===== config.mk =====
export PLATFORM = sky130hd
export DESIGN_NAME = edm_monitor_prbs
export DESIGN_NICKNAME = d
export VERILOG_FILES = /design/src/edm_pkg.sv /design/src/edm_monitor_prbs.sv /design/src/edm_prbs_chk.sv
export VERILOG_INCLUDE_DIRS = /design/src /design/src/src
export SDC_FILE = /design/constraint.sdc
export NUM_CORES = 1
export LEC_CHECK = 0
export BUFFER_PORTS_ARGS = -buffer_cell sky130_fd_sc_hd__buf_2
export CORE_UTILIZATION = 66
export DETAILED_ROUTE_END_ITERATION = 8
export GPL_TIMING_DRIVEN = 0
export PLACE_DENSITY = 0.84
export SYNTH_ARGS = -nofsm -noshare
export SYNTH_HDL_FRONTEND = slang
export SYNTH_SLANG_ARGS = --single-unit
export TNS_END_PERCENT = 100

===== constraint.sdc =====
create_clock -name clk -period 5 [get_ports clk]
set_clock_uncertainty 0.05 [all_clocks]
set_input_delay 1 -clock clk [delete_from_list [all_inputs] [get_ports clk]]
set_output_delay 1 -clock clk [all_outputs]
set_load 0.02 [all_outputs]

===== src/edm_map.svh =====
// Address map, field positions, reset values and counts of the DS0 monitor
// and pattern test block. Definitions only; included by package and modules.
`ifndef EDM_MAP_SVH
`define EDM_MAP_SVH

// ==========================================================================
// Register offsets (8-bit host port)
`define EDM_OFF_ERR_HI 8'h04
`define EDM_OFF_ERR_LO 8'h05
`define EDM_OFF_CTL3 8'h14
`define EDM_OFF_CTL4 8'h15
`define EDM_OFF_STATUS2 8'h18
`define EDM_OFF_CTL5 8'h19
`define EDM_OFF_TX_SNAP 8'h22
`define EDM_OFF_RX_SNAP 8'h2A

// ==========================================================================
// Field positions
`define EDM_SEL_MSB 4
`define EDM_TXMODE_HI 3
`define EDM_TXMODE_LO 2
`define EDM_RXMODE_HI 1
`define EDM_RXMODE_LO 0
`define EDM_USER_OUTPUT_A_EN 4
`define EDM_USER_OUTPUT_B_EN 5
`define EDM_SYNC_BIT 0

// ==========================================================================
// Reset values and constants
`define EDM_CTL_RST 8'h00
`define EDM_BYTE_ZERO 8'h00
`define EDM_POS_ZERO 8'h00
`define EDM_POS_ONE 8'h01
`define EDM_LAST_BIT 3'h7
`define EDM_FAS_SLOT 5'h00
`define EDM_PRBS_SEED 15'h7FFF
`define EDM_PRBS_ZERO 15'h0000
`define EDM_ERR_WIN 64
`define EDM_ERR_LIMIT 7'h06
`define EDM_SYNC_RUN 6'h20
`define EDM_RUN_ONE 6'h01
`define EDM_ERRS_ZERO 7'h00
`define EDM_CNT_ONE 16'h0001
`define EDM_CNT_MAX 16'hFFFF

`endif


===== src/edm_pkg.sv =====
// Types and shared functions of the DS0 monitor and pattern test block.
// Assumes edm_map.svh is on the include path.
`include "edm_map.svh"
package edm_pkg;

    // ======================================================================
    // Modes and states
    typedef enum logic [1:0] {
        EDM_MODE_OFF,
        EDM_MODE_SLOT,
        EDM_MODE_FRAMED,
        EDM_MODE_UNFRAMED
    } edm_mode_e;

    typedef enum logic [1:0] {
        EDM_CHK_IDLE,
        EDM_CHK_HUNT,
        EDM_CHK_SYNC
    } edm_chk_e;

    // ======================================================================
    // Carriers
    typedef struct packed {
        logic [7:0] addr;
        logic [7:0] wdata;
        logic wr;
        logic rd;
    } edm_bus_req_s;

    typedef struct packed {
        logic en;
        logic first;
        logic data;
    } edm_bit_s;

    // ======================================================================
    // State of the checker and of the top
    typedef struct packed {
        edm_chk_e state;
        logic [14:0] lfsr;
        logic [5:0] run;
        logic [`EDM_ERR_WIN-1:0] hist;
        logic [6:0] errs;
        logic err_pulse;
        logic sync;
    } edm_chk_s;

    typedef struct packed {
        logic [7:0] ctl3;
        logic [7:0] ctl4;
        logic [7:0] ctl5;
        logic [7:0] rdata;
        logic [7:0] tx_pos;
        logic [6:0] tx_shift;
        logic [7:0] tx_snap;
        logic [14:0] tx_lfsr;
        logic tx_out;
        logic [7:0] rx_pos;
        logic [6:0] rx_shift;
        logic [7:0] rx_snap;
        logic [15:0] err_cnt;
        logic out_a;
        logic out_b;
    } edm_top_s;

    // ======================================================================
    // Shared functions
    // Feedback of x^15 + x^14 + 1, taps at stages 15 and 14
    function automatic logic edm_prbs_fb(input logic [14:0] lfsr);
        return lfsr[14] ^ lfsr[13];
    endfunction

    // Whether a time slot carries the pattern in a given mode
    function automatic logic edm_pat_slot(input edm_mode_e mode, input logic [4:0] slot,
                                          input logic [4:0] sel);
        logic hit;
        hit = 1'b0;
        case (mode)
            EDM_MODE_SLOT: hit = (slot == sel);
            EDM_MODE_FRAMED: hit = (slot != `EDM_FAS_SLOT);
            EDM_MODE_UNFRAMED: hit = 1'b1;
            default: hit = 1'b0;
        endcase
        return hit;
    endfunction

endpackage


===== src/edm_monitor_prbs.sv =====
// DS0 monitor and 2^15-1 pattern generator/checker of one E1 framer.
// Assumes framer supplies one-clk bit strobes with a first-bit-of-frame flag
// for each direction, all synchronous to clk.
//
// Summary of operation
// One transmit and one receive 64 kbps channel are monitored at once.
// Transmit channel selector is control_3 bits 4..0, bit 4 most significant.
// Receive channel selector is control_4 bits 4..0, bit 4 most significant.
// Software loads each selector with the plain binary channel number.
// Transmit snapshot at 0x22; bit 7 first transmitted, bit 0 last.
// Receive snapshot at 0x2A; bit 7 first received, bit 0 last.
// Generator and checker use the 2^15-1 maximal-length sequence.
// control_5 bits 3..2: off, single slot, slots 1-31, unframed for transmit.
// control_5 bits 1..0: off, single slot, slots 1-31, unframed for receive.
// In single-slot mode the channel selectors choose the pattern slot.
// Unframed uses all 256 bits; framed leaves slot 0 untouched.
// status_2 bit 0 is set while the checker is synchronised.
// Sync holds until six or more errors fall in 64 bits.
// Any receive pattern mode turns the far-end counter into error counter.
// Enabled user outputs pulse once per bit error after sync.
// Pattern errors are counted only while the checker is synchronised.
// Fifteen-stage register, taps 15 and 14; checker seeds from received bits.
// Snapshots update once per frame with whole octets only.
//
// The strobed register port is this design's own decision.
`timescale 1ns/10ps
`include "edm_map.svh"
module edm_monitor_prbs (
    input wire logic clk,
    input wire logic resetn,
    input edm_pkg::edm_bus_req_s bus_req,
    output logic [7:0] bus_rdata,
    input edm_pkg::edm_bit_s tx_bit,
    output logic tx_line_bit,
    input edm_pkg::edm_bit_s rx_bit,
    input wire logic ebit_zero,
    input wire logic framer_in_sync,
    output logic user_output_a,
    output logic user_output_b
);
    import edm_pkg::*;

    // ======================================================================
    // Declarations
    edm_top_s q, d;
    edm_mode_e tx_mode;
    edm_mode_e rx_mode;
    logic [4:0] tx_sel;
    logic [4:0] rx_sel;
    logic [7:0] tx_cur;
    logic [7:0] rx_cur;
    logic tx_ins;
    logic rx_pat;
    logic tx_bit_out;
    logic tx_mon_done;
    logic rx_mon_done;
    logic cnt_evt;
    logic chk_sync;
    logic chk_err;

    // Position of a bit within its frame, restarted by the first-bit flag
    function automatic logic [7:0] edm_bit_pos(input edm_bit_s b, input logic [7:0] pos);
        return b.first ? `EDM_POS_ZERO : pos;
    endfunction

    // Completion of the monitored octet: last bit of the selected slot
    function automatic logic edm_oct_done(input logic [7:0] pos, input logic [4:0] sel);
        return (pos[7:3] == sel) && (pos[2:0] == `EDM_LAST_BIT);
    endfunction

    // ======================================================================
    // Mode and selector decode
    // Selectors are taken as the plain channel number; no decimal remapping
    assign tx_sel = q.ctl3[`EDM_SEL_MSB:0];
    assign rx_sel = q.ctl4[`EDM_SEL_MSB:0];
    assign tx_mode = edm_mode_e'(q.ctl5[`EDM_TXMODE_HI:`EDM_TXMODE_LO]);
    assign rx_mode = edm_mode_e'(q.ctl5[`EDM_RXMODE_HI:`EDM_RXMODE_LO]);

    // Current bit position in each direction
    assign tx_cur = edm_bit_pos(tx_bit, q.tx_pos);
    assign rx_cur = edm_bit_pos(rx_bit, q.rx_pos);

    // Pattern slot decisions; in single-slot mode the selector picks the slot
    assign tx_ins = edm_pat_slot(tx_mode, tx_cur[7:3], tx_sel);
    assign rx_pat = edm_pat_slot(rx_mode, rx_cur[7:3], rx_sel);

    // Transmitted bit: pattern or framer data
    assign tx_bit_out = tx_ins ? edm_prbs_fb(q.tx_lfsr) : tx_bit.data;

    // Octet completion for both monitors, each on its own selector
    assign tx_mon_done = tx_bit.en && edm_oct_done(tx_cur, tx_sel);
    assign rx_mon_done = rx_bit.en && edm_oct_done(rx_cur, rx_sel);

    // Counter source: pattern errors in any receive mode, else far-end errors
    // Checker errors only rise in sync; the error that drops sync still counts
    assign cnt_evt = (rx_mode != EDM_MODE_OFF) ? chk_err
                                               : (ebit_zero && framer_in_sync);

    // ======================================================================
    // Receive pattern checker
    edm_prbs_chk u_chk (
        .clk(clk),
        .resetn(resetn),
        .active(rx_mode != EDM_MODE_OFF),
        .bit_en(rx_bit.en && rx_pat),
        .bit_in(rx_bit.data),
        .sync(chk_sync),
        .err_pulse(chk_err)
    );

    // ======================================================================
    // Next state of the whole block
    always_comb begin
        d = q;
        d.rdata = `EDM_BYTE_ZERO;

        // Host writes; snapshots, status and counter are read-only
        if (bus_req.wr) begin
            case (bus_req.addr)
                `EDM_OFF_CTL3: d.ctl3 = bus_req.wdata;
                `EDM_OFF_CTL4: d.ctl4 = bus_req.wdata;
                `EDM_OFF_CTL5: d.ctl5 = bus_req.wdata;
                default: d.ctl3 = q.ctl3;
            endcase
        end

        // Host reads; data stands one cycle, unmapped reads return zero
        if (bus_req.rd) begin
            case (bus_req.addr)
                `EDM_OFF_ERR_HI: d.rdata = q.err_cnt[15:8];
                `EDM_OFF_ERR_LO: d.rdata = q.err_cnt[7:0];
                `EDM_OFF_CTL3: d.rdata = q.ctl3;
                `EDM_OFF_CTL4: d.rdata = q.ctl4;
                `EDM_OFF_CTL5: d.rdata = q.ctl5;
                `EDM_OFF_STATUS2: d.rdata = {7'h00, chk_sync};
                `EDM_OFF_TX_SNAP: d.rdata = q.tx_snap;
                `EDM_OFF_RX_SNAP: d.rdata = q.rx_snap;
                default: d.rdata = `EDM_BYTE_ZERO;
            endcase
        end

        // Transmit path: insert pattern, advance generator, monitor octet
        if (tx_bit.en) begin
            d.tx_pos = 8'(tx_cur + `EDM_POS_ONE);
            d.tx_out = tx_bit_out;
            if (tx_ins) begin
                // Generator advances only on bits it fills, so slots stay contiguous
                d.tx_lfsr = {q.tx_lfsr[13:0], edm_prbs_fb(q.tx_lfsr)};
            end
            d.tx_shift = {q.tx_shift[5:0], tx_bit_out};
            if (tx_mon_done) begin
                // Whole octet loads at once, so a read never mixes two frames
                d.tx_snap = {q.tx_shift, tx_bit_out};
            end
        end

        // Receive path: monitor octet of the selected channel
        if (rx_bit.en) begin
            d.rx_pos = 8'(rx_cur + `EDM_POS_ONE);
            d.rx_shift = {q.rx_shift[5:0], rx_bit.data};
            if (rx_mon_done) begin
                d.rx_snap = {q.rx_shift, rx_bit.data};
            end
        end

        // Error counter saturates rather than wrap, so long runs stay readable
        if (cnt_evt && q.err_cnt != `EDM_CNT_MAX) begin
            d.err_cnt = 16'(q.err_cnt + `EDM_CNT_ONE);
        end

        // Bit error pulses on the user outputs, one clk per error
        d.out_a = chk_err && q.ctl5[`EDM_USER_OUTPUT_A_EN];
        d.out_b = chk_err && q.ctl5[`EDM_USER_OUTPUT_B_EN];
    end

    // ======================================================================
    // State register
    always_ff @(posedge clk) begin
        if (!resetn) begin
            q <= '{ctl3: `EDM_CTL_RST, ctl4: `EDM_CTL_RST, ctl5: `EDM_CTL_RST,
                   rdata: `EDM_BYTE_ZERO, tx_pos: `EDM_POS_ZERO, tx_shift: 7'h00,
                   tx_snap: `EDM_BYTE_ZERO, tx_lfsr: `EDM_PRBS_SEED, tx_out: 1'b0,
                   rx_pos: `EDM_POS_ZERO, rx_shift: 7'h00, rx_snap: `EDM_BYTE_ZERO,
                   err_cnt: 16'h0000, out_a: 1'b0, out_b: 1'b0};
        end else begin
            q <= d;
        end
    end

    // Outputs straight from the state register
    assign bus_rdata = q.rdata;
    assign tx_line_bit = q.tx_out;
    assign user_output_a = q.out_a;
    assign user_output_b = q.out_b;
endmodule


===== src/edm_prbs_chk.sv =====
// Receive pattern checker: self-seeding hunt, sync hold and error window.
// Assumes bit_en marks each pattern-carrying received bit, one clk wide.
`timescale 1ns/10ps
`include "edm_map.svh"
module edm_prbs_chk (
    input wire logic clk,
    input wire logic resetn,
    input wire logic active,
    input wire logic bit_en,
    input wire logic bit_in,
    output logic sync,
    output logic err_pulse
);
    import edm_pkg::*;

    edm_chk_s q, d;
    logic pred;
    logic err;
    logic [6:0] errs_nx;

    // ======================================================================
    // Next state
    always_comb begin
        d = q;
        d.err_pulse = 1'b0;
        pred = edm_prbs_fb(q.lfsr);
        err = bit_in ^ pred;
        errs_nx = 7'(q.errs + {6'h00, err} - {6'h00, q.hist[`EDM_ERR_WIN-1]});
        if (!active) begin
            d.state = EDM_CHK_IDLE;
            d.sync = 1'b0;
            d.run = 6'h00;
            d.errs = `EDM_ERRS_ZERO;
            d.hist = '0;
        end else if (bit_en) begin
            case (q.state)
                EDM_CHK_IDLE: begin
                    d.lfsr = {q.lfsr[13:0], bit_in};
                    d.state = EDM_CHK_HUNT;
                end
                EDM_CHK_HUNT: begin
                    // Seed from the line; an all-zero register would lock on silence
                    d.lfsr = {q.lfsr[13:0], bit_in};
                    if (!err && q.lfsr != `EDM_PRBS_ZERO) begin
                        d.run = 6'(q.run + `EDM_RUN_ONE);
                        if (q.run == 6'(`EDM_SYNC_RUN - `EDM_RUN_ONE)) begin
                            d.state = EDM_CHK_SYNC;
                            d.sync = 1'b1;
                            d.hist = '0;
                            d.errs = `EDM_ERRS_ZERO;
                        end
                    end else begin
                        d.run = 6'h00;
                    end
                end
                EDM_CHK_SYNC: begin
                    // Free-running once locked, so errors do not corrupt the reference
                    d.lfsr = {q.lfsr[13:0], pred};
                    d.hist = {q.hist[`EDM_ERR_WIN-2:0], err};
                    d.errs = errs_nx;
                    d.err_pulse = err;
                    if (errs_nx >= `EDM_ERR_LIMIT) begin
                        d.state = EDM_CHK_HUNT;
                        d.sync = 1'b0;
                        d.run = 6'h00;
                    end
                end
                default: d.state = EDM_CHK_IDLE;
            endcase
        end
    end

    // State register
    always_ff @(posedge clk) begin
        if (!resetn) begin
            q <= '{state: EDM_CHK_IDLE, lfsr: `EDM_PRBS_ZERO, run: 6'h00, hist: '0,
                   errs: `EDM_ERRS_ZERO, err_pulse: 1'b0, sync: 1'b0};
        end else begin
            q <= d;
        end
    end

    assign sync = q.sync;
    assign err_pulse = q.err_pulse;
endmodule


==> flow_summary_export.csv, run 1 <==
group,metric,value,unit
outcome,outcome,"finished, final reports clean",
clocking,cts-resized-gates,0,
worst_hold_path,holdPathStages,2,
sta,tightestPinTransition,1080,ps
clocking,hold_buffers,0,
sta,fin_crit_sh,68.9,%
clocking,root_buffer,"clkbuf_16",
floorplanning,die_y,121,um
cells_and_area,fin_util,75.3,%
synthesis,synth_nets,1139,
critical_path,r2r_slack,1710,ps
cells_and_area,antenna_cells,0,
worst_hold_path,hold_start,"q[102]",
worst_hold_path,hold_class,"register to register",
power_and_ir_drop,ir_drop,0.237,mV
sta,setup-tns-final,0,ps
synthesis,yosysWarnings,0,
floorplanning,std_cell_rows,43,
cells_and_area,drive_gt1_share,9.11,%
place,place.gp.congestion,0.910,
global_route,antenna_found_initial,0,
synthesis,yosysUniqueCellTypes,68,
sta,drv_slew,0,
detailed_routing,route.antenna.remaining_nets,0,
synthesis,ys_ff_latch,207,
sta,min_period,3450,ps
global_route,grt_pass1_wl,36700,um
detailed_routing,drcViolationCount,0,
detailed_routing,firstDrtPassIters,5,
synthesis,netlist.area_leader.share,44.3,%
critical_path,r2r_end,"u_chk.q[74]",
critical_path,path_max_fanout,10,
clocking,cts_sinks,207,
floorplanning,io_pins,39,
run,drv_cap,0,
synthesis,ys.flop_type,"dfxtp_1",
cells_and_area,area_growth,11.7,%
floorplanning,coreArea,0.0139,sq mm
power_and_ir_drop,p_leak,3.61,nW
floorplanning,start_util,67.5,%
clocking,path_clk_slew,60,ps
clocking,cts_tree,"built",
synthesis,muxShareOfSynthArea,7.19,%
place,dp_hpwl,15100,um
cells_and_area,layout.area.seq,0.00414,sq mm
synthesis,synth_area_leaders,"dfxtp_1, mux2i_1, a21oi_1",
worst_hold_path,holdPathEnd,"q[102]",
place,port_buffers,34,
cells_and_area,nNetsFinal,1197,
synthesis,synth_top_family_by_area,"simple AND/OR/NAND/NOR gates",
sta,fmax,290,MHz
sta,final-hold-violation-count,0,
clocking,clockBufferDepth,3,
floorplanning,die-width,121,um
critical_path,cp.required,5370,ps
synthesis,syn_area_per_cell,8.58,sq um
cells_and_area,fill_cells,1016,
critical_path,r2r-start,"u_chk.q[93]",
synthesis,synth_compound_area_share,17.4,%
critical_path,start_kind,"primary input",
global_route,grt_remaining_overflow,0,
power_and_ir_drop,powerDensity,316,mW/mm^2
clocking,numCtsBuffers,22,
synthesis,synthArstFlopShare,0,%
sta,finalSetupViolations,0,
synthesis,synth_xor_xnor_area_share,2.90,%
detailed_routing,post_drt_via_cell_ratio,6.34,
synthesis,syn-cell-area,0.00936,sq mm
cells_and_area,final_area,0.0105,sq mm
synthesis,synth.yosys.seq_area_share,44.3,%
synthesis,synth_fa_ha_area_share,2.62,%
detailed_routing,vias,8515,
cells_and_area,multi_input_area,0.00475,sq mm
detailed_routing,drt-total-wl,22700,um
clocking,htree_num_levels,1,
sta,slew_headroom,27.2,%
critical_path,arrival,3820,ps
synthesis,syn_inst,1092,
cells_and_area,final_cell_count_no_fill,1344,
critical_path,critPathKind,"primary input to register",
synthesis,yosysMostFrequentCell,"dfxtp_1",
critical_path,ff2ff_path_depth,11,
power_and_ir_drop,p_total,3.31,mW
clocking,post-cts-setup-buffer-count,0,
synthesis,synth_area_leader_cell,"dfxtp_1",
synthesis,synthTopCellsByCount,"dfxtp_1, a21oi_1, nor2_1",
detailed_routing,drt_first_iter_violations,892,
sta,grt_setup_unrepaired,"no",
global_route,grt_pass1_vias,7659,
critical_path,end_kind,"register",
detailed_routing,wl_per_cell,16.9,um
synthesis,yosys.area_share.simple,20.6,%
global_route,grt_max_degree,14,
clocking,insertion_delay,510,ps
place,placedCellCount,1306,
floorplanning,die_area,0.0147,sq mm
place,dpl_cell_area,0.00976,sq mm
synthesis,synth-edff-count,0,
global_route,gr-usage-all-layers,30.8,%
## worst max path at each step
stage,to,slack (ps),from
finish,u_chk.q[74],1550,rx_bit[0]
floorplan,u_chk.q[74],1600,rx_bit[0]
global placement,u_chk.q[74],1150,rx_bit[0]
detailed placement,u_chk.q[74],1110,rx_bit[0]
CTS,u_chk.q[74],1590,rx_bit[0]
global route,u_chk.q[94],1390,rx_bit[0]
## where the power goes
| part | total [mW] | leakage (nW) | switching, mW | internal [mW] |
|---|---|---|---|---|
| registers | 1.66 | 1.67 | 0.00527 | 1.65 |
| logic | 0.0829 | 1.59 | 0.0577 | 0.0252 |
| clock network | 1.56 | 0.351 | 0.638 | 0.924 |
| total | 3.31 | 3.61 | 0.701 | 2.60 |
## cells by family after synthesis
| kind of cell | after synthesis |
|---|---|
| AND/OR/NAND/NOR | 379 |
| AO/OA/AOI/OAI | 278 |
| flip-flops | 207 |
| buffers and inverters | 111 |
| multiplexers | 67 |
| XOR/XNOR | 31 |
| adder cells (fa/ha/maj) | 19 |
## flip-flops by register name, summed over array words and instances, names as in the netlist
| name | cells |
|---|---|
| user_output_a | 1 |
| u_chk.err_pulse | 1 |
| u_chk.sync | 1 |
| u_chk.q | 94 |
| q | 101 |
| user_output_b | 1 |
| bus_rdata | 8 |
## worst max-delay path, stage by stage
cell	delay, ps
buf_2	140
xnor2_1	440
ha_1	280
fa_1	240
a211oi_1	110
or3b_4	430
o211a_1	260
and4_1	160
buf_6	140
or4b_1	460
a21oi_1	150
## final cells by class
class                   count  share of cell area (%)
clock buffers              33                    6.44
inverters                  16                   0.574
plain buffers              95                    3.95
flip-flops and latches    207                    39.6
repair buffers             34                    1.63
well taps                 180                    2.15
clock inverters             5                   0.239
multi-input cells         774                    45.4
## metrics by stage
step	hold slack [ps]	setup slack, ps
final	409	1550
after floorplan	387	1600
after global placement	392	1150
after detailed placement	401	1110
after CTS	409	1590
after global routing	425	1390
## layer usage
metal  share of wire [%]  vias up  track usage, %
met5                   0        -               0
met4                 2.8        0            10.8
met3                 7.9       55            5.83
met2                  45      341            47.0
met1                  44     4040            43.3
li1                    -     4079               -
## layout by cell type, fill, tap and decap left out, types with 4 or more instances in the layout
master and instances:
dfxtp_1 207, a21oi_1 116, nor2_1 113, o21ai_0 91, nand4_1 74, clkbuf_1 71, mux2i_1 65, nand3_1 58
nand2_1 56, buf_2 46, clkbuf_16 23, ha_1 18, nor3_1 16, xor2_1 16, inv_1 15, xnor2_1 15
a31oi_1 13, a221oi_1 9, buf_4 9, and3_1 8, nor2b_1 8, a22oi_1 7, a211oi_1 6, buf_1 6
clkbuf_8 6, nor4_1 5, nand3b_1 5, and4_1 5, o21a_1 5, clkinv_2 5, nor3b_1 4, o311ai_0 4
nor4bb_1 4
Power figures use the tool's default switching activity.
==> inputs of run 2 (changes only) <==
Settings changed: CORE_UTILIZATION 66 to 56, PLACE_DENSITY 0.84 to 0.76.
Clock period 5 ns to 2.9 ns, I/O delays scaled along.
==> run 2 against run 1 <==
Compared with the run above:
- the flow now finishes with violations (setup timing)
- sequential power increased by 72%
- die area up 18%
- clock-buffer cell count is 1 higher
- sequential share of layout area shrank 0.51 points
- final cell count grew 3.1%
- sequential cell count is the same
- via count down 1.7%
- critical path depth stayed put
==> flow_summary_export.csv, run 2 (synthesized netlist as in run 1, its figures left out) <==
group,metric,value,unit
place,dp_hpwl,15400,um
global_route,gr-usage-all-layers,26.4,%
clocking,insertion_delay,500,ps
sta,tightestPinTransition,1070,ps
place,place_ws,-392,ps
critical_path,crit_buf_inv,1,
clocking,cts_sinks,207,
cells_and_area,antenna_cells,0,
critical_path,cp.required,3280,ps
sta,fmax,343,MHz
cells_and_area,largest_reg_flops,101,
critical_path,r2r-start,"u_chk.q[92]",
power_and_ir_drop,p_total,5.74,mW
critical_path,start_kind,"register",
sta,fin_crit_sh,100,%
run,drv_cap,0,
floorplanning,die-width,131,um
power_and_ir_drop,powerDensity,541,mW/mm^2
cells_and_area,final_area,0.0106,sq mm
worst_hold_path,hold_start,"bus_req[9]",
cells_and_area,nNetsFinal,1205,
critical_path,r2r_slack,-10,ps
global_route,grt_remaining_overflow,0,
power_and_ir_drop,p_leak,3.66,nW
clocking,htree_num_levels,1,
critical_path,r2r_end,"u_chk.q[74]",
sta,final-hold-violation-count,0,
critical_path,crit_chain,"xnor2_4 -> xnor2_2 -> ha_2 -> fa_2 -> a211oi_2 -> or3b_4 -> o211a_1 -> and4_4 -> buf_6 -> or4b_1 -> a21oi_1",
sta,slew_headroom,27.4,%
place,dpl_cell_area,0.00981,sq mm
worst_hold_path,hold_class,"primary input to register",
global_route,antenna_found_initial,0,
place,port_buffers,34,
sta,setup_slack,-13.6,ps
cells_and_area,final_cell_mix,"dfxtp_1, a21oi_1, nor2_1, o21ai_0, nand4_1",
outcome,violations,"setup timing",
sta,whs,305,ps
global_route,grt_pass1_wl,38000,um
cells_and_area,fill_cells,1385,
detailed_routing,drt-total-wl,22800,um
critical_path,path_max_fanout,5,
critical_path,end_kind,"register",
floorplanning,start_util,58.1,%
detailed_routing,route.antenna.remaining_nets,0,
sta,setup-tns-final,-13.6,ps
critical_path,crit_family,"simple AND/OR/NAND/NOR gates",
global_route,grt_max_degree,13,
clocking,clockBufferDepth,3,
detailed_routing,drt_first_iter_violations,864,
cells_and_area,largest-register,"q",
outcome,outcome,"complete, but fails checks",
worst_hold_path,holdPathEnd,"q[111]",
critical_path,arrival,3290,ps
cells_and_area,final_common_cell,"dfxtp_1",
floorplanning,io_pins,39,
sta,finalSetupViolations,1,
sta,drv_slew,0,
detailed_routing,vias,8370,
detailed_routing,wl_per_cell,16.5,um
floorplanning,die_area,0.0172,sq mm
sta,grt_setup_unrepaired,"yes",
global_route,grt_pass1_vias,7618,
worst_hold_path,holdPathStages,3,
critical_path,crit_path_top_delay_cell,"or4b_1",
cells_and_area,area_growth,13.3,%
floorplanning,coreArea,0.0161,sq mm
critical_path,critPathKind,"register to register",
floorplanning,std_cell_rows,46,
detailed_routing,post_drt_via_cell_ratio,6.04,
floorplanning,die_y,131,um
clocking,root_buffer,"clkbuf_16",
place,place.gp.congestion,0.907,
clocking,numCtsBuffers,23,
cells_and_area,drive_gt1_share,10.1,%
detailed_routing,drcViolationCount,0,
sta,min_period,2910,ps
clocking,hold_buffers,0,
power_and_ir_drop,ir_drop,0.381,mV
clocking,cts_tree,"built",
detailed_routing,firstDrtPassIters,5,
clocking,path_clk_slew,60,ps
critical_path,crit_path_max_incr_delay,470,ps
critical_path,ff2ff_path_depth,11,
-- run 2: cell types whose count changed in the layout (fill, tap and decap cells not counted), sizes merged --
| cell | previous run | this run |
|---|---|---|
| buf | 62 | 69 |
| bufinv | 0 | 1 |
| clkbuf | 100 | 101 |
| clkinv | 5 | 1 |
-- run 2: where the power goes --
group	switching [mW]	internal (mW)	total [mW]
sequential	0.00898	2.85	2.86
combinational	0.0988	0.0445	0.143
clock	1.08	1.66	2.74
-- run 2: stage by stage --
| step | utilization, % | std cells |
|---|---|---|
| 2_1_floorplan | - | 1092 |
| 3_3_place_gp | 60.9 | 1342 |
| 3_5_place_dp | 60.9 | 1342 |
| 4_1_cts | 65.6 | 1382 |
| 5_1_grt | 65.8 | 1385 |
| 6_report | 65.8 | 1385 |
-- run 2: how the worst max path moves through the flow --
stage                     start           to  depth (start not counted)
global placement      rx_bit[0]  u_chk.q[74]                         11
CTS                 u_chk.q[92]  u_chk.q[74]                         11
detailed placement    rx_bit[0]  u_chk.q[74]                         11
floorplan             rx_bit[0]  u_chk.q[74]                         10
finish              u_chk.q[92]  u_chk.q[74]                         11
global route        u_chk.q[92]  u_chk.q[74]                         11
-- run 2: tightest hold or removal path: stages --
cell and delay [ps]:
buf_2 100, mux2i_1 70, nor2_1 70
-- run 2: timing repair --
action	in CTS	in global routing
resized for setup	9	2
cloned	1	0
endpoints found under the setup margin	9	9
setup buffers	3	3
pin swaps	7	3
-- run 2: layout make-up --
class                      instances  area (sq um)  share of cell area, %
multi-input combinational        774          4790                   45.2
timing repair buffer              41           220                   2.08
clock inverter                     2          35.0                  0.330
buffer                            95           413                   3.89
tap                              216           270                   2.55
sequential                       207          4150                   39.1
clock buffer                      34           667                   6.29
inverter                          16          60.1                  0.566
-- run 2: metal layers --
metal	global-route usage (%)	vias up	share of wire, %
met3	4.78	40	6.2
met1	37.9	3997	48
met4	7.82	0	2.2
li1	-	4086	-
met5	0	-	0
met2	40.3	247	44
